==> config.mk <==
export PLATFORM = sky130hd
export DESIGN_NAME = pps_sequencer
export DESIGN_NICKNAME = d
export VERILOG_FILES = /design/src/rtl/pps_sequencer.v
export VERILOG_INCLUDE_DIRS = /design/src /design/src/include
export SDC_FILE = /design/constraint.sdc
export NUM_CORES = 1
export LEC_CHECK = 0
export ABC_AREA = 1
export BUFFER_PORTS_ARGS = -buffer_cell sky130_fd_sc_hd__buf_2
export CAP_MARGIN = 20
export CELL_PAD_IN_SITES_DETAIL_PLACEMENT = 0
export CELL_PAD_IN_SITES_GLOBAL_PLACEMENT = 1
export CORE_MARGIN = 4
export CORE_UTILIZATION = 30
export DETAILED_ROUTE_END_ITERATION = 10
export PLACE_DENSITY = 0.63
export RECOVER_POWER = 100
export SYNTH_ARGS = -nofsm -noshare
export SYNTH_HDL_FRONTEND = slang
export SYNTH_SLANG_ARGS = --single-unit
==> constraint.sdc <==
create_clock -name CLOCK -period 2 [get_ports CLOCK]
set_input_delay 0.1 -clock CLOCK [delete_from_list [all_inputs] [get_ports CLOCK]]
set_output_delay 0.1 -clock CLOCK [all_outputs]
set_load 0.005 [all_outputs]
==> src/include/pps_map.vh <==
// Constants for the push-pull fault and mode sequencer
`ifndef PPS_MAP_VH
`define PPS_MAP_VH
// ------------------------------------------------------------
// Timing
// ------------------------------------------------------------
`define PPS_CLK_PERIOD_NS   20
`define PPS_OV_DELAY_NS     550
`define PPS_HICCUP_NS       100
`define PPS_HARD_RESP_NS    65
`define PPS_HARD_PERSIST_US 200
`define PPS_GLITCH_US       5
`define PPS_DEAD_NS         70
`define PPS_OSC_HALF_CYC    25
`define PPS_SS_STEP_CYC     16
`define PPS_EXT_TIMEOUT_CYC 500
// ------------------------------------------------------------
// Thresholds and field positions
// ------------------------------------------------------------
`define PPS_HARD_MA         5000
`define PPS_DIP_MV          2500
`define PPS_GATE_FULL       8'hFF
`define PPS_IN_TURN_ON      0
`define PPS_IN_SUPPLY_LOCK  1
`define PPS_IN_SUPPLY_MIN   2
`define PPS_IN_OV_RISE      3
`define PPS_IN_OV_FALL      4
`define PPS_IN_HOT          5
`define PPS_IN_COOL         6
`define PPS_IN_EXT_CLK      7
`define PPS_ST_SHUT         3'h0
`define PPS_ST_WAIT         3'h1
`define PPS_ST_SOFT         3'h2
`define PPS_ST_RUN          3'h3
`define PPS_ST_DISCH        3'h4
`endif

==> src/rtl/pps_sequencer.v <==
// Protection and mode sequencing for a push-pull transformer driver
`timescale 1ns/1ps
`default_nettype none
`include "pps_map.vh"
module pps_sequencer #(
  parameter [15:0] HARD_SHORT_CYC  = (`PPS_HARD_PERSIST_US * 1000) / `PPS_CLK_PERIOD_NS,
  parameter [15:0] OSC_HALF_CYC    = `PPS_OSC_HALF_CYC,
  parameter [15:0] SS_STEP_CYC     = `PPS_SS_STEP_CYC,
  parameter [15:0] EXT_TIMEOUT_CYC = `PPS_EXT_TIMEOUT_CYC
) (
  input  wire        CLOCK,
  input  wire        RST_N,
  input  wire        TURN_ON_SENSE,
  input  wire        SUPPLY_ABOVE_LOCKOUT,
  input  wire        SUPPLY_ABOVE_MIN,
  input  wire        OV_ABOVE_RISE,
  input  wire        OV_BELOW_FALL,
  input  wire        THERM_ABOVE_TRIP,
  input  wire        THERM_BELOW_CLEAR,
  input  wire        EXT_CLK,
  input  wire [12:0] CURRENT_ONE,
  input  wire [12:0] CURRENT_TWO,
  input  wire [11:0] CURRENT_THRESHOLD,
  input  wire [11:0] LIMIT_PIN_DIP,
  output reg         DRIVE_ONE,
  output reg         DRIVE_TWO,
  output reg         DRAIN_ONE_OE,
  output reg         DRAIN_TWO_OE,
  output reg  [7:0]  GATE_STRENGTH,
  output reg  [2:0]  MODE,
  output reg         SYNC_ACTIVE,
  output reg         DUTY_SPREAD_ALLOWED
);

  // ------------------------------------------------------------
  // Derived cycle counts
  // ------------------------------------------------------------
  // Longest times round down, least times round up
  localparam [15:0] OV_CYC     = `PPS_OV_DELAY_NS / `PPS_CLK_PERIOD_NS;
  localparam [15:0] HICCUP_CYC = (`PPS_HICCUP_NS + `PPS_CLK_PERIOD_NS - 1) / `PPS_CLK_PERIOD_NS;
  localparam [15:0] GLITCH_CYC = (`PPS_GLITCH_US * 1000) / `PPS_CLK_PERIOD_NS;
  localparam [15:0] DEAD_CYC   = (`PPS_DEAD_NS + `PPS_CLK_PERIOD_NS - 1) / `PPS_CLK_PERIOD_NS;
  localparam [12:0] HARD_MA    = `PPS_HARD_MA;
  localparam [11:0] DIP_MV     = `PPS_DIP_MV;
  localparam [7:0]  GATE_FULL  = `PPS_GATE_FULL;

  // ------------------------------------------------------------
  // Input synchronisers
  // ------------------------------------------------------------
  wire [7:0] raw_in;
  reg  [7:0] sync_a;
  reg  [7:0] sync_b;

  assign raw_in = {EXT_CLK, THERM_BELOW_CLEAR, THERM_ABOVE_TRIP, OV_BELOW_FALL,
                   OV_ABOVE_RISE, SUPPLY_ABOVE_MIN, SUPPLY_ABOVE_LOCKOUT, TURN_ON_SENSE};

  // Two stages; reset to zero so an unknown turn-on level reads as off
  always @(posedge CLOCK or negedge RST_N) begin
    if (!RST_N) begin
      sync_a <= 8'h00;
      sync_b <= 8'h00;
    end else begin
      sync_a <= raw_in;
      sync_b <= sync_a;
    end
  end

  wire supply_ok  = sync_b[`PPS_IN_SUPPLY_LOCK];
  wire supply_min = sync_b[`PPS_IN_SUPPLY_MIN];

  // ------------------------------------------------------------
  // Turn-on glitch filter
  // ------------------------------------------------------------
  reg        en_filt;
  reg [15:0] glitch_cnt;

  // Level must stay changed for the whole interval before it is taken
  always @(posedge CLOCK or negedge RST_N) begin
    if (!RST_N) begin
      en_filt    <= 1'b0;
      glitch_cnt <= 16'h0000;
    end else if (sync_b[`PPS_IN_TURN_ON] == en_filt) begin
      glitch_cnt <= 16'h0000;
    end else if (glitch_cnt == GLITCH_CYC - 16'h0001) begin
      en_filt    <= sync_b[`PPS_IN_TURN_ON];
      glitch_cnt <= 16'h0000;
    end else begin
      glitch_cnt <= glitch_cnt + 16'h0001;
    end
  end

  // ------------------------------------------------------------
  // Overvoltage and thermal latches
  // ------------------------------------------------------------
  reg        ov_stop;
  reg [15:0] ov_cnt;
  reg        therm_stop;

  // The stop is taken only after the level persists for the response delay
  always @(posedge CLOCK or negedge RST_N) begin
    if (!RST_N) begin
      ov_stop <= 1'b0;
      ov_cnt  <= 16'h0000;
    end else begin
      if (!sync_b[`PPS_IN_OV_RISE]) begin
        ov_cnt <= 16'h0000;
      end else if (ov_cnt != OV_CYC) begin
        ov_cnt <= ov_cnt + 16'h0001;
      end
      if (sync_b[`PPS_IN_OV_RISE] && ov_cnt == OV_CYC - 16'h0001) begin
        ov_stop <= 1'b1;
      end else if (sync_b[`PPS_IN_OV_FALL] && !sync_b[`PPS_IN_OV_RISE]) begin
        ov_stop <= 1'b0;
      end
    end
  end

  // Set wins over clear so a fresh trip is never dropped
  always @(posedge CLOCK or negedge RST_N) begin
    if (!RST_N) begin
      therm_stop <= 1'b0;
    end else if (sync_b[`PPS_IN_HOT]) begin
      therm_stop <= 1'b1;
    end else if (sync_b[`PPS_IN_COOL]) begin
      therm_stop <= 1'b0;
    end
  end

  // ------------------------------------------------------------
  // External clock detection and sync mode
  // ------------------------------------------------------------
  reg        ext_prev;
  reg        sync_mode;
  reg        clock_lost;
  reg [15:0] ext_timer;
  wire       ext_rise = sync_b[`PPS_IN_EXT_CLK] & ~ext_prev;

  // Sync mode is sticky; only a reset brings the oscillator back
  always @(posedge CLOCK or negedge RST_N) begin
    if (!RST_N) begin
      ext_prev   <= 1'b0;
      sync_mode  <= 1'b0;
      clock_lost <= 1'b0;
      ext_timer  <= 16'h0000;
    end else begin
      ext_prev <= sync_b[`PPS_IN_EXT_CLK];
      if (ext_rise) begin
        sync_mode <= 1'b1;
        ext_timer <= 16'h0000;
      end else if (sync_mode && ext_timer != EXT_TIMEOUT_CYC) begin
        ext_timer <= ext_timer + 16'h0001;
      end
      if (sync_mode && ext_timer == EXT_TIMEOUT_CYC - 16'h0001 && !ext_rise) begin
        clock_lost <= 1'b1;
      end
    end
  end

  // ------------------------------------------------------------
  // Current comparison per switch
  // ------------------------------------------------------------
  wire [1:0]  trip;
  wire [1:0]  hard_over;
  wire [25:0] cur_pair = {CURRENT_TWO, CURRENT_ONE};
  wire        dip_large = (LIMIT_PIN_DIP >= DIP_MV);

  genvar gi;
  generate
    for (gi = 0; gi < 2; gi = gi + 1) begin : g_sense
      assign trip[gi]      = (cur_pair[gi*13 +: 13] >= {1'b0, CURRENT_THRESHOLD});
      assign hard_over[gi] = (cur_pair[gi*13 +: 13] >= HARD_MA) || (trip[gi] && dip_large);
    end
  endgenerate

  // ------------------------------------------------------------
  // Mode state machine
  // ------------------------------------------------------------
  reg [2:0]  state;
  reg [2:0]  next_state;
  reg        hard_flag;
  reg [15:0] hard_cnt;
  reg [7:0]  gate;
  reg [15:0] ss_cnt;
  wire       hard_timeout = hard_flag && (hard_cnt == HARD_SHORT_CYC - 16'h0001);
  wire       switching_state = (state == `PPS_ST_SOFT) || (state == `PPS_ST_RUN);

  always @* begin
    next_state = state;
    case (state)
      `PPS_ST_SHUT: begin
        if (en_filt) next_state = `PPS_ST_WAIT;
      end
      `PPS_ST_WAIT: begin
        if (supply_ok && supply_min) next_state = `PPS_ST_SOFT;
      end
      `PPS_ST_SOFT: begin
        if (!supply_ok) next_state = `PPS_ST_WAIT;
        else if (hard_timeout) next_state = `PPS_ST_DISCH;
        else if (gate == GATE_FULL) next_state = `PPS_ST_RUN;
      end
      `PPS_ST_RUN: begin
        if (!supply_ok) next_state = `PPS_ST_WAIT;
        else if (hard_timeout) next_state = `PPS_ST_DISCH;
      end
      `PPS_ST_DISCH: begin
        if (gate == 8'h00 && !hard_flag) next_state = `PPS_ST_SOFT;
      end
      default: next_state = `PPS_ST_SHUT;
    endcase
    if (!en_filt) next_state = `PPS_ST_SHUT;
  end

  always @(posedge CLOCK or negedge RST_N) begin
    if (!RST_N) begin
      state <= `PPS_ST_SHUT;
    end else begin
      state <= next_state;
    end
  end

  // Hard short is registered once, keeping the cut inside the response time
  always @(posedge CLOCK or negedge RST_N) begin
    if (!RST_N) begin
      hard_flag <= 1'b0;
      hard_cnt  <= 16'h0000;
    end else begin
      hard_flag <= (switching_state || state == `PPS_ST_DISCH) && (|hard_over);
      if (!hard_flag) begin
        hard_cnt <= 16'h0000;
      end else if (hard_cnt != HARD_SHORT_CYC) begin
        hard_cnt <= hard_cnt + 16'h0001;
      end
    end
  end

  // Gate strength ramps up in soft-start and drains fully after a hard short
  always @(posedge CLOCK or negedge RST_N) begin
    if (!RST_N) begin
      gate   <= 8'h00;
      ss_cnt <= 16'h0000;
    end else begin
      case (state)
        `PPS_ST_SOFT: begin
          if (ss_cnt == SS_STEP_CYC - 16'h0001) begin
            ss_cnt <= 16'h0000;
            if (gate != GATE_FULL) gate <= gate + 8'h01;
          end else begin
            ss_cnt <= ss_cnt + 16'h0001;
          end
        end
        `PPS_ST_RUN: begin
          gate   <= GATE_FULL;
          ss_cnt <= 16'h0000;
        end
        `PPS_ST_DISCH: begin
          if (gate != 8'h00) gate <= gate - 8'h01;
          ss_cnt <= 16'h0000;
        end
        default: begin
          gate   <= 8'h00;
          ss_cnt <= 16'h0000;
        end
      endcase
    end
  end

  // ------------------------------------------------------------
  // Phase, dead time and hiccup
  // ------------------------------------------------------------
  reg        phase;
  reg [15:0] osc_cnt;
  reg [15:0] dead_cnt;
  reg [15:0] hic_cnt;
  wire       osc_tick = (osc_cnt == OSC_HALF_CYC - 16'h0001);
  wire       phase_tick = sync_mode ? ext_rise : osc_tick;
  wire       guard_on = (state == `PPS_ST_RUN);
  wire       soft_trip = guard_on && (|trip) && !dip_large;

  // Each external rising edge flips the phase, so each switch runs at half its rate
  always @(posedge CLOCK or negedge RST_N) begin
    if (!RST_N) begin
      phase    <= 1'b0;
      osc_cnt  <= 16'h0000;
      dead_cnt <= DEAD_CYC;
      hic_cnt  <= 16'h0000;
    end else begin
      osc_cnt <= (osc_tick || sync_mode) ? 16'h0000 : osc_cnt + 16'h0001;
      if (phase_tick) begin
        phase    <= ~phase;
        dead_cnt <= DEAD_CYC;
      end else if (dead_cnt != 16'h0000) begin
        dead_cnt <= dead_cnt - 16'h0001;
      end
      if (soft_trip) begin
        hic_cnt <= HICCUP_CYC;
      end else if (hic_cnt != 16'h0000) begin
        hic_cnt <= hic_cnt - 16'h0001;
      end
    end
  end

  // ------------------------------------------------------------
  // Output drive
  // ------------------------------------------------------------
  // Every fault but the soft current trip funnels into one inhibit so neither drive can miss one
  wire inhibit = ov_stop | therm_stop | hard_flag | clock_lost | !supply_ok | !supply_min;
  wire may_switch = switching_state && !inhibit && dead_cnt == 16'h0000 && hic_cnt == 16'h0000;
  wire next_drive_one = may_switch && !phase && !(guard_on && trip[0]);
  wire next_drive_two = may_switch && phase && !(guard_on && trip[1]);
  wire next_oe = en_filt && supply_min;

  always @(posedge CLOCK or negedge RST_N) begin
    if (!RST_N) begin
      DRIVE_ONE           <= 1'b0;
      DRIVE_TWO           <= 1'b0;
      DRAIN_ONE_OE        <= 1'b0;
      DRAIN_TWO_OE        <= 1'b0;
      GATE_STRENGTH       <= 8'h00;
      MODE                <= `PPS_ST_SHUT;
      SYNC_ACTIVE         <= 1'b0;
      DUTY_SPREAD_ALLOWED <= 1'b1;
    end else begin
      DRIVE_ONE           <= next_drive_one;
      DRIVE_TWO           <= next_drive_two;
      DRAIN_ONE_OE        <= next_oe;
      DRAIN_TWO_OE        <= next_oe;
      GATE_STRENGTH       <= gate;
      MODE                <= state;
      SYNC_ACTIVE         <= sync_mode;
      DUTY_SPREAD_ALLOWED <= !sync_mode;
    end
  end

endmodule
`default_nettype wire

# After elaboration in Yosys (flattened, before gate mapping)
# Index checks and enable logic that the tools add are counted.
[word_totals]
register_bits = 179
out_inout_bits = 17
wordCells = 165
in_bits = 60
[op_classes]
n_bitwise = 9
n_eq_ne = 25
mux = 33
n_reduce_logical = 56
magnitude_cmp = 5
n_addsub = 10
[ops]
columns = ["operator", "n"]
rows = [
  ["two-way mux 16 bit", 15],
  ["adder 16 x 1 -> 16 bit (second input constant)", 6],
  ["equality test 16 x 5 -> 1 bit (second input constant)", 2],
  ["zero test 16 bit", 2],
  ["nonzero test 16 bit", 2],
  ["subtractor 16 x 1 -> 16 bit (second input constant)", 2],
  ["greater-or-equal comparator 13 x 12 -> 1 bit", 2],
  ["greater-or-equal comparator 13 bit (second input constant)", 2],
  ["two-way mux 3 bit", 8],
  ["two-way mux 8 bit", 3],
  ["case mux 8 bit (3 select lines)", 1],
  ["logical AND 1 bit", 23],
  ["equality test 16 x 14 -> 1 bit (second input constant)", 1],
  ["equality test 16 x 4 -> 1 bit (second input constant)", 1],
  ["equality test 16 x 8 -> 1 bit (second input constant)", 1],
  ["equality test 16 x 9 -> 1 bit (second input constant)", 1],
  ["!= test 16 x 14 -> 1 bit (second input constant)", 1],
  ["!= test 16 x 5 -> 1 bit (second input constant)", 1],
  ["!= test 16 x 9 -> 1 bit (second input constant)", 1],
  ["case mux 3 bit (5 select lines)", 1],
  ["greater-or-equal comparator 12 bit (second input constant)", 1],
  ["zero test 1 bit", 11],
  ["!= test 2 x 1 -> 1 bit (second input constant)", 5],
  ["nonzero test 2 bit", 5],
  ["other kinds (23)", 40],
]

# Longest topological paths before layout
# Gate-level depths: netlist of the first run.
[logic_depth]
ltp_word = 11
ltp_mapped = 17
depth_no_buf = 16

# Least setup slack after synthesis of the first run
# Ideal clock, no wire load.
[synth_timing]
kind = "reg-to-reg"
start = "register state[1]"
end = "register gate[4]"
path_stages_with_launch = 17
synth_period_minus_slack_ns = 1.764
slack_ns = 0.236
arrival_time_ns = 1.644
required_time_ns = 1.880
cell_sequence = "dfrtp_1 > nor2_4 > nand2_4 > buf_6 > nand2_2 > nand2_1 > inv_1 > ha_1 > inv_1 > nand2_1 > inv_1 > nor2_4 > nand2_1 > o211ai_1 > nand3_1 > nand2_1 > o21ai_2"
[synth_via]
elab_chain_len = 3
[synth_lines]
columns = ["element", "line_no", "text"]
rows = [
  ["from (decl)", "pps_sequencer.v:178", "reg [2:0] state;"],
  ["from (signal assigned)", "pps_sequencer.v:215", "state <= `PPS_ST_SHUT;"],
  ["from (signal assigned)", "pps_sequencer.v:217", "state <= next_state;"],
  ["equality test 3 bit / equality test 3 x 2 -> 1 bit (equally long branches)", "pps_sequencer.v:242", "case (state)"],
  ["!= test 2 x 1 -> 1 bit (no source line)", "--", ""],
  ["AND reduction 3 bit (no source line)", "--", ""],
  ["to (signal assigned)", "pps_sequencer.v:246", "if (gate != GATE_FULL) gate <= gate + 8'h01;"],
  ["to (signal assigned)", "pps_sequencer.v:256", "if (gate != 8'h00) gate <= gate - 8'h01;"],
  ["to (decl)", "pps_sequencer.v:182", "reg [7:0] gate;"],
]
# Several ways; a longest one is shown, not always the timed one.
# A chain may end at the register's enable or synchronous reset.

# Worst setup path in the final report of the first run
[layout_timing]
start = "register state[1]"
end = "register hic_cnt[9]"
[layout_via]
elab_chain_len = 4
[layout_lines]
columns = ["element", "line_no", "text"]
rows = [
  ["equality test 3 x 2 -> 1 bit *", "--", ""],
  ["logical AND 1 bit * (2 in series)", "pps_sequencer.v:277", "wire soft_trip = guard_on && (|trip) && !dip_large;"],
  ["two-way mux 16 bit / nonzero test 2 bit (equally long branches)", "--", ""],
  ["to (signal assigned)", "pps_sequencer.v:297", "hic_cnt <= hic_cnt - 16'h0001;"],
  ["to (decl)", "pps_sequencer.v:273", "reg [15:0] hic_cnt;"],
]
# Mark *: on every way between the ends. The rest lies on a longest branch, timed or not.

==> results.toml, run 1 <==
[global_route]
grt_pass1_wl_um = 41100
met3_usage_pct = 2.36
grtUsageMet1_pct = 18.7
grt.overflow.total = 0
grt_pass1_vias = 8458
grt_max_degree = 53
antenna_found_initial = 1
met2_usage_pct = 22.3
busiest_layer = "met2"
track_usage_pct = 13.6

[floorplan]
dieArea_um2 = 36400
die_w_um = 191
core_um2 = 32700
initial_core_util_pct = 30.6
rows = 66
ioPinCount = 77
die_h_um = 191

[detailed_routing]
wl_per_cell_um = 12.8
drc_errors = 0
drtIter0Drc = 376
vias = 8360
vias_per_cell = 4.54
wl_um = 23600
first_pass_iters = 5
ant_nets = 0

[power]
power_density_nw_per_um2 = 807
p_leak_uw = 0.00550
vdd_ir_drop_max_mv = 0.602

[worst_setup_path]
critPathMaxFanout = 11
crit_chain = "clkbuf_1 -> inv_2 -> nor3_4 -> inv_1 -> nor2_1 -> nand2_2 -> inv_2 -> nor2_1"
critPathSlowestCell = "dfrtp_1"
critPathArrivalTime_ns = 2.13
cp_num_cells = 8
critical_path_buf_inv_count = 4
reg2reg_depth = 8
required_ns = 2.32
crit_family = "buffers and inverters"
max_stage_delay_ns = 0.39
reg2reg_from = "state[1]$_DFFE_PN0P_"
endpoint_kind = "flip-flop"
timing.rr.end = "hic_cnt[9]$_DFFE_PN0P_"
r2r_slack_ns = 0.18
critical_path_class = "reg2reg"
start_kind = "flip-flop"

[final_layout]
layout_commonest_cell = "nand2_1"
layout_common_cells = "nand2_1, inv_1, dfrtp_1, nor2_1, nand3_1"
syn2layout_area_growth_pct = 16.8
postLayoutCellArea_um2 = 11700
fin_nets = 1487
multi_input_area_um2 = 4600
ff_latch_area_um2 = 4480
fin_cells = 1843
drive_gt1_share_pct = 12.1
nFillCells = 3508
insertedDiodeCount = 0

[synth]
synth_cell_type_count = 44
synth_warnings = 0
post_synth_inst_count = 1265
ys_async_sr_fraction_pct = 100
ys_ff_latch = 179
synth_edf_count = 0
yosysSeqAreaShare_pct = 44.8
netlist_area_um2 = 10000
synth_ff_type = "dfrtp_1"
syn_avg_cell_area_um2 = 7.91
syn_nets = 1364

[placed_design]
placed_area_um2 = 11100
dpl.hpwl_um = 17900
numPlacedInstances = 1800
gp_congestion = 0.797
io_buffers = 74

[clocking]
clk_pin_slew_worst_paths_ns = 0.08
root_buffer = "clkbuf_16"
cts_htree_levels = 4
cts_tree = "built"
cts_sinks = 179
clockBufferDepth = 2
clock_latency_ns = 0.44
cts_buffers = 17

[worst_hold_path]
min-delay-path-class = "in2reg"
min_path_cells = 5
min_to = "hard_flag$_DFF_PN0_"
min_from = "CURRENT_TWO[12]"

[timing]
max_slew_margin_pct = 5.11
rsz0062_at_grt = "no"
drv_slew = 0
finalSetupViolations = 0
skew_ns = 0.0130
worst_pin_slew_ns = 1.42
final-hold-violation-count = 0
hold_slack_ns = 0.160
period_share_pct = 90.8
max_freq_mhz = 551
tns_ns = 0
fin_crit_ns = 1.82

[run_status]
status = "complete, no violations"

[flow_run]
cap_violations = 0
[registers in the layout (all words and copies together), names as in the netlist, 3 cells and up]
signal         cells
gate               8
ss_cnt            16
GATE_STRENGTH      8
sync_b             8
glitch_cnt        16
sync_a             8
hard_cnt          16
state              3
ov_cnt            16
osc_cnt           16
ext_timer         16
MODE               3
hic_cnt           16
dead_cnt          16
[metrics by stage]
stage	setup slack, ns	utilization [%]	total power [uW]
final	0.185	35.7	9430
after global placement	0.135	34.0	5990
after detailed placement	0.0719	34.0	6010
after global routing	0.00997	35.7	10100
after floorplan	0.236	-	5470
after CTS	0.176	36.2	9640
[tightest hold or removal path: cells and delay by family]
family          cells  cell delay [ns]
buf+inv             2             0.20
simple gates        2             0.18
compound gates      1             0.06
[synthesized netlist by cell type (all sizes together) (3+ instances only)]
library cell / instances / area [um^2]
nand2: 234 / 938
inv: 203 / 762
dfrtp: 177 / 4430
nor2: 175 / 724
nand3: 102 / 541
nor3: 78 / 422
o21ai: 76 / 437
a21oi: 49 / 245
ha: 39 / 488
xor2: 29 / 254
nand4: 27 / 169
buf: 10 / 82.6
xnor2: 10 / 87.6
nor4: 9 / 56.3
nor3b: 8 / 60.1
a31oi: 6 / 37.5
a211oi: 4 / 35.0
o211ai: 4 / 30.0
or2: 4 / 25.0
clkbuf: 3 / 11.3
o21a: 3 / 22.5
o21bai: 3 / 33.8
[power breakdown]
group	leakage [uW]	switching [uW]	internal (uW)	total [uW]
registers	0.00239	264	3940	4210
clock network	0.000291	1530	2000	3530
logic	0.00281	1030	663	1690
total	0.00550	2830	6600	9430
[layer usage]
layer / routed length, um / part of all wire (%) / up-vias
met4: 244 / 1.0 / 2
met2: 10800 / 46 / 107
met1: 11900 / 51 / 3891
li1: - / - / 4342
met3: 635 / 2.7 / 18
met5: 7 / 0.030 / -
[worst max-delay path by stage]
stage	startpoint	end	slack [ns]
detailed placement	CURRENT_ONE[11]	hic_cnt[5]$_DFFE_PN0P_	0.07
CTS	state[1]$_DFFE_PN0P_	gate[4]$_DFFE_PN0P_	0.18
global placement	CURRENT_ONE[11]	hic_cnt[0]$_DFFE_PN0P_	0.14
finish	state[1]$_DFFE_PN0P_	hic_cnt[9]$_DFFE_PN0P_	0.18
global route	RST_N	dead_cnt[2]$_DFFE_PN1P_	0.01
floorplan	state[1]$_DFFE_PN0P_	gate[4]$_DFFE_PN0P_	0.24
[area by class of cell]
| class | instances | area share, % |
|---|---|---|
| Multi-Input combinational cell | 868 | 39.3 |
| Sequential cell | 179 | 38.3 |
| Inverter | 205 | 6.58 |
| Timing Repair Buffer | 117 | 5.84 |
| Tap cell | 442 | 4.73 |
| Clock buffer | 19 | 3.70 |
| Clock inverter | 13 | 1.49 |
[cells by family after synthesis]
logic type                 share of synthesized area [%]
and+or+nand+nor                                     29.6
buffers and inverters                               8.62
DFF                                                 44.8
AOI/OAI and AO/OA                                   8.71
xor gates and xnor gates                            3.41
adders and majority gates                           4.87
[repair_timing]
item / 4_1_cts / 5_1_grt
buffers inserted: 0 / 2
endpoints found under the setup margin: 0 / 3
gates resized for setup: 0 / 3
hold buffers: 9 / 0
hold endpoints to repair: 56 / 0
Note: power is estimated with default switching activity, not from simulation.
==> run 2, diff against run 1 <==
Settings changed: RECOVER_POWER 100 to not set.
==> results.toml, run 2 (synthesized netlist as in run 1, its figures left out) <==
[floorplan]
ioPinCount = 77
dieArea_um2 = 36400
initial_core_util_pct = 30.6
rows = 66
die_h_um = 191
core_um2 = 32700
die_w_um = 191

[power]
vdd_ir_drop_max_mv = 0.603
p_leak_uw = 0.00561
p_total_uw = 9470
power_density_nw_per_um2 = 799

[worst_setup_path]
start_kind = "flip-flop"
critical_path_class = "reg2reg"
endpoint_kind = "flip-flop"
critPathArrivalTime_ns = 2.11
critPathMaxFanout = 10
required_ns = 2.32

[placed_design]
io_buffers = 74
gp_congestion = 0.797
dpl.hpwl_um = 17900
numPlacedInstances = 1800

[global_route]
grt_pass1_vias = 8458
grt.overflow.total = 0
antenna_found_initial = 1
grt_max_degree = 53
track_usage_pct = 13.6
grt_pass1_wl_um = 41100

[worst_hold_path]
min-delay-path-class = "in2reg"

[final_layout]
multi_input_area_um2 = 4680
layout_common_cells = "nand2_1, inv_1, dfrtp_1, nor2_1, nand3_1"
fin_cells = 1843
ff_latch_area_um2 = 4480
syn2layout_area_growth_pct = 18.4
fin_nets = 1487
nFillCells = 3484
layout_commonest_cell = "nand2_1"
final_core_util_pct = 36.2
insertedDiodeCount = 0
drive_gt1_share_pct = 15.0

[clocking]
clockBufferDepth = 2
cts_htree_levels = 4
cts_buffers = 17
root_buffer = "clkbuf_16"
clk_pin_slew_worst_paths_ns = 0.07
cts_tree = "built"
cts_sinks = 179
clock_latency_ns = 0.44

[timing]
hold_slack_ns = 0.158
drv_slew = 0
finalSetupViolations = 0
max_slew_margin_pct = 67.5
rsz0062_at_grt = "no"
period_share_pct = 89.6
tns_ns = 0
skew_ns = 0.0131
fin_crit_ns = 1.79
max_freq_mhz = 558
final-hold-violation-count = 0
worst_pin_slew_ns = 0.488

[detailed_routing]
first_pass_iters = 5
drc_errors = 0
wl_um = 23500
drtIter0Drc = 384
vias_per_cell = 4.53
vias = 8358
wl_per_cell_um = 12.8
ant_nets = 0

[flow_run]
cap_violations = 0

[run_status]
status = "complete, no violations"
[run 2: cell count changes in the layout (fill, tap and decap cells not counted), sizes merged]
cell and change:
buf +22, clkbuf -22
[run 2: metal layers]
metal,GRT usage [%],part of all wire (%),vias to the layer above
met1,18.7,50,3887
li1,-,-,4339
met2,22.3,46,111
met4,3.62,1.0,2
met5,0,0.030,-
met3,2.36,3.0,19
[run 2: timing repair]
action,CTS,global route
endpoints found under the setup margin,0,3
endpoints found under the hold margin,56,0
hold buffers,9,0
resized for setup,0,3
buffers inserted,0,2
[run 2: final cells by class]
class | count | area share [%]
Clock buffer | 19 | 3.65
Clock inverter | 13 | 1.47
Inverter | 205 | 6.49
Multi-Input combinational cell | 868 | 39.5
Sequential cell | 179 | 37.8
Tap cell | 442 | 4.67
Timing Repair Buffer | 117 | 6.43
[run 2: report_power, final]
| part | internal, uW | leakage, uW | switching (uW) | total [uW] |
|---|---|---|---|---|
| clock | 2000 | 0.000291 | 1540 | 3530 |
| sequential | 3940 | 0.00239 | 265 | 4210 |
| combinational | 692 | 0.00293 | 1040 | 1730 |
| total | 6630 | 0.00561 | 2840 | 9470 |
[run 2: worst paths after layout]
path,start,end,slack (ns),depth (start not counted)
max,osc_cnt[8]$_DFF_PN0_,dead_cnt[14]$_DFFE_PN0P_,0.21,8
min,CURRENT_TWO[12],hard_flag$_DFF_PN0_,0.16,5
max reg2reg,osc_cnt[8]$_DFF_PN0_,dead_cnt[14]$_DFFE_PN0P_,0.21,8
min reg2reg,sync_a[4]$_DFF_PN0_,sync_b[4]$_DFF_PN0_,0.35,0
max in group asynchronous,RST_N,dead_cnt[2]$_DFFE_PN1P_,1.08,3
min in group asynchronous,RST_N,ov_cnt[11]$_DFFE_PN0P_,0.19,2
[run 2: per-stage QoR]
stage | setup slack [ns] | instance area, um^2
after detailed placement | 0.0719 | 11100
final | 0.208 | 11900
after CTS | 0.176 | 11800
after global routing | 0.0125 | 11900
after global placement | 0.135 | 11100
after floorplan | 0.236 | 10000
[run 2: critical path, stage by stage, from the launching register on]
cell and delay, ns:
dfrtp_1 0.40, inv_1 0.12, nand4_1 0.11, nor4_1 0.34, nand2_1 0.13, nand2_2 0.13, nand2_2 0.17, inv_2 0.22
nor3_1 0.07
==> run 3, diff against run 2 <==
Settings changed: MAX_ROUTING_LAYER set to met4.
==> results.toml, run 3 (synthesized netlist as in run 1, its figures left out) <==
[worst_setup_path]
critPathArrivalTime_ns = 2.10
endpoint_kind = "flip-flop"
crit_start = "osc_cnt[8]$_DFF_PN0_"
reg2reg_from = "osc_cnt[8]$_DFF_PN0_"
crit_top_cell = "nand2_2"
crit_chain = "inv_1 -> nand4_1 -> nor4_1 -> nand2_1 -> nand2_2 -> nand2_2 -> inv_2 -> nor3_1"
critPathMaxFanout = 10
max_stage_delay_ns = 0.40
required_ns = 2.31
critPathSlowestCell = "dfrtp_1"
crit_family = "simple AND/OR/NAND/NOR gates"
critical_path_buf_inv_count = 2
critical_path_class = "reg2reg"
start_kind = "flip-flop"

[placed_design]
io_buffers = 74
dpl.hpwl_um = 17900
pre_cts_ws_ns = 0.0719
numPlacedInstances = 1800
gp_congestion = 0.808

[power]
vdd_ir_drop_max_mv = 0.600
p_int_uw = 6630
p_clk_share_pct = 37.3
pwr-share-comb_pct = 18.3
power_density_nw_per_um2 = 799
sequentialPowerShare_pct = 44.4
switching_share_pct = 30.0
p_leak_uw = 0.00561
power.net_switching_uw = 2840

[clocking]
root_buffer = "clkbuf_16"
cts_buffers = 17
cts_tree = "built"
clockBufferDepth = 2
cts_htree_levels = 4
clk_pin_slew_worst_paths_ns = 0.07
cts_sinks = 179
clock_latency_ns = 0.44

[global_route]
track_usage_pct = 14.0
grt_max_degree = 53
grt_pass1_wl_um = 41100
grt_pass1_vias = 8451
antenna_found_initial = 1
grt.overflow.total = 0

[timing]
period_share_pct = 89.5
max_freq_mhz = 559
tns_ns = 0
hold_slack_ns = 0.162
skew_ns = 0.0143
finalSetupViolations = 0
rsz0062_at_grt = "no"
final-hold-violation-count = 0
final.setup.worst_slack_ns = 0.211
max_slew_margin_pct = 67.5
worst_pin_slew_ns = 0.488
drv_slew = 0
fin_crit_ns = 1.79

[floorplan]
die_h_um = 191
ioPinCount = 77
initial_core_util_pct = 30.6
core_um2 = 32700
rows = 66
dieArea_um2 = 36400
die_w_um = 191

[detailed_routing]
vias = 8340
top_layer = "met4"
first_pass_iters = 5
vias_per_cell = 4.52
dr_wl_met3_um = 641
wl_met2_um = 10700
met1_length_um = 11900
ant_nets = 0
drc_errors = 0
wl_per_cell_um = 12.8
drtIter0Drc = 398
wl_um = 23500

[worst_hold_path]
min-delay-path-class = "in2reg"
min_from = "CURRENT_TWO[12]"

[final_layout]
syn2layout_area_growth_pct = 18.4
layout_commonest_cell = "nand2_1"
fin_nets = 1487
layout_common_cells = "nand2_1, inv_1, dfrtp_1, nor2_1, nand3_1"
fin_cells = 1844
drive_gt1_share_pct = 15.0
final_core_util_pct = 36.2

[run_status]
status = "complete, no violations"

[flow_run]
cap_violations = 0
-- run 3: path summary, 6_finish.rpt --
| path | endpoint | slack (ns) | cells after the start |
|---|---|---|---|
| worst max-delay path | dead_cnt[14]$_DFFE_PN0P_ | 0.21 | 8 |
| worst min-delay path | hard_flag$_DFF_PN0_ | 0.16 | 5 |
| worst max register to register | dead_cnt[14]$_DFFE_PN0P_ | 0.21 | 8 |
| worst min register to register | sync_b[4]$_DFF_PN0_ | 0.35 | 0 |
| max in group asynchronous | dead_cnt[2]$_DFFE_PN1P_ | 1.07 | 3 |
| min in group asynchronous | ov_cnt[11]$_DFFE_PN0P_ | 0.19 | 2 |
-- run 3: layout make-up --
class	count	area [um^2]
sequential	179	4480
timing repair buffer	117	762
multi-input combinational	868	4680
fill	3483	20800
inverter	205	769
tap	442	553
antenna	1	2.50
clock buffer	19	433
clock inverter	13	174
-- run 3: per-layer routing --
metal	vias up	global-route usage, %
met2	101	22.3
met1	3881	18.8
met3	17	2.23
li1	4341	-
met4	0	3.62
met5	-	-
-- run 3: power groups by stage --
stage	combinational, uW	sequential (uW)	clock (uW)
finish	1730	4210	3530
global route	2030	4260	3830
detailed placement	1730	4270	0
floorplan	1260	4200	0
global placement	1720	4270	0
CTS	1760	4210	3670
-- run 3: tightest hold or removal path, stage by stage --
cell,delay (ns)
buf_2,0.12
nand2_1,0.06
nand2_1,0.12
inv_1,0.08
a21oi_1,0.06
-- run 3: per-stage QoR --
stage               total power, uW  area [um^2]
floorplan                      5470        10000
global placement               5990        11100
detailed placement             6010        11100
CTS                            9640        11800
global route                  10100        11900
finish                         9470        11900
-- run 3: timing repair --
action / CTS / global route
endpoints found under the hold margin: 56 / 0
setup endpoints to repair: 0 / 3
gates resized for setup: 0 / 3
buffers inserted: 0 / 2
hold buffers: 9 / 0
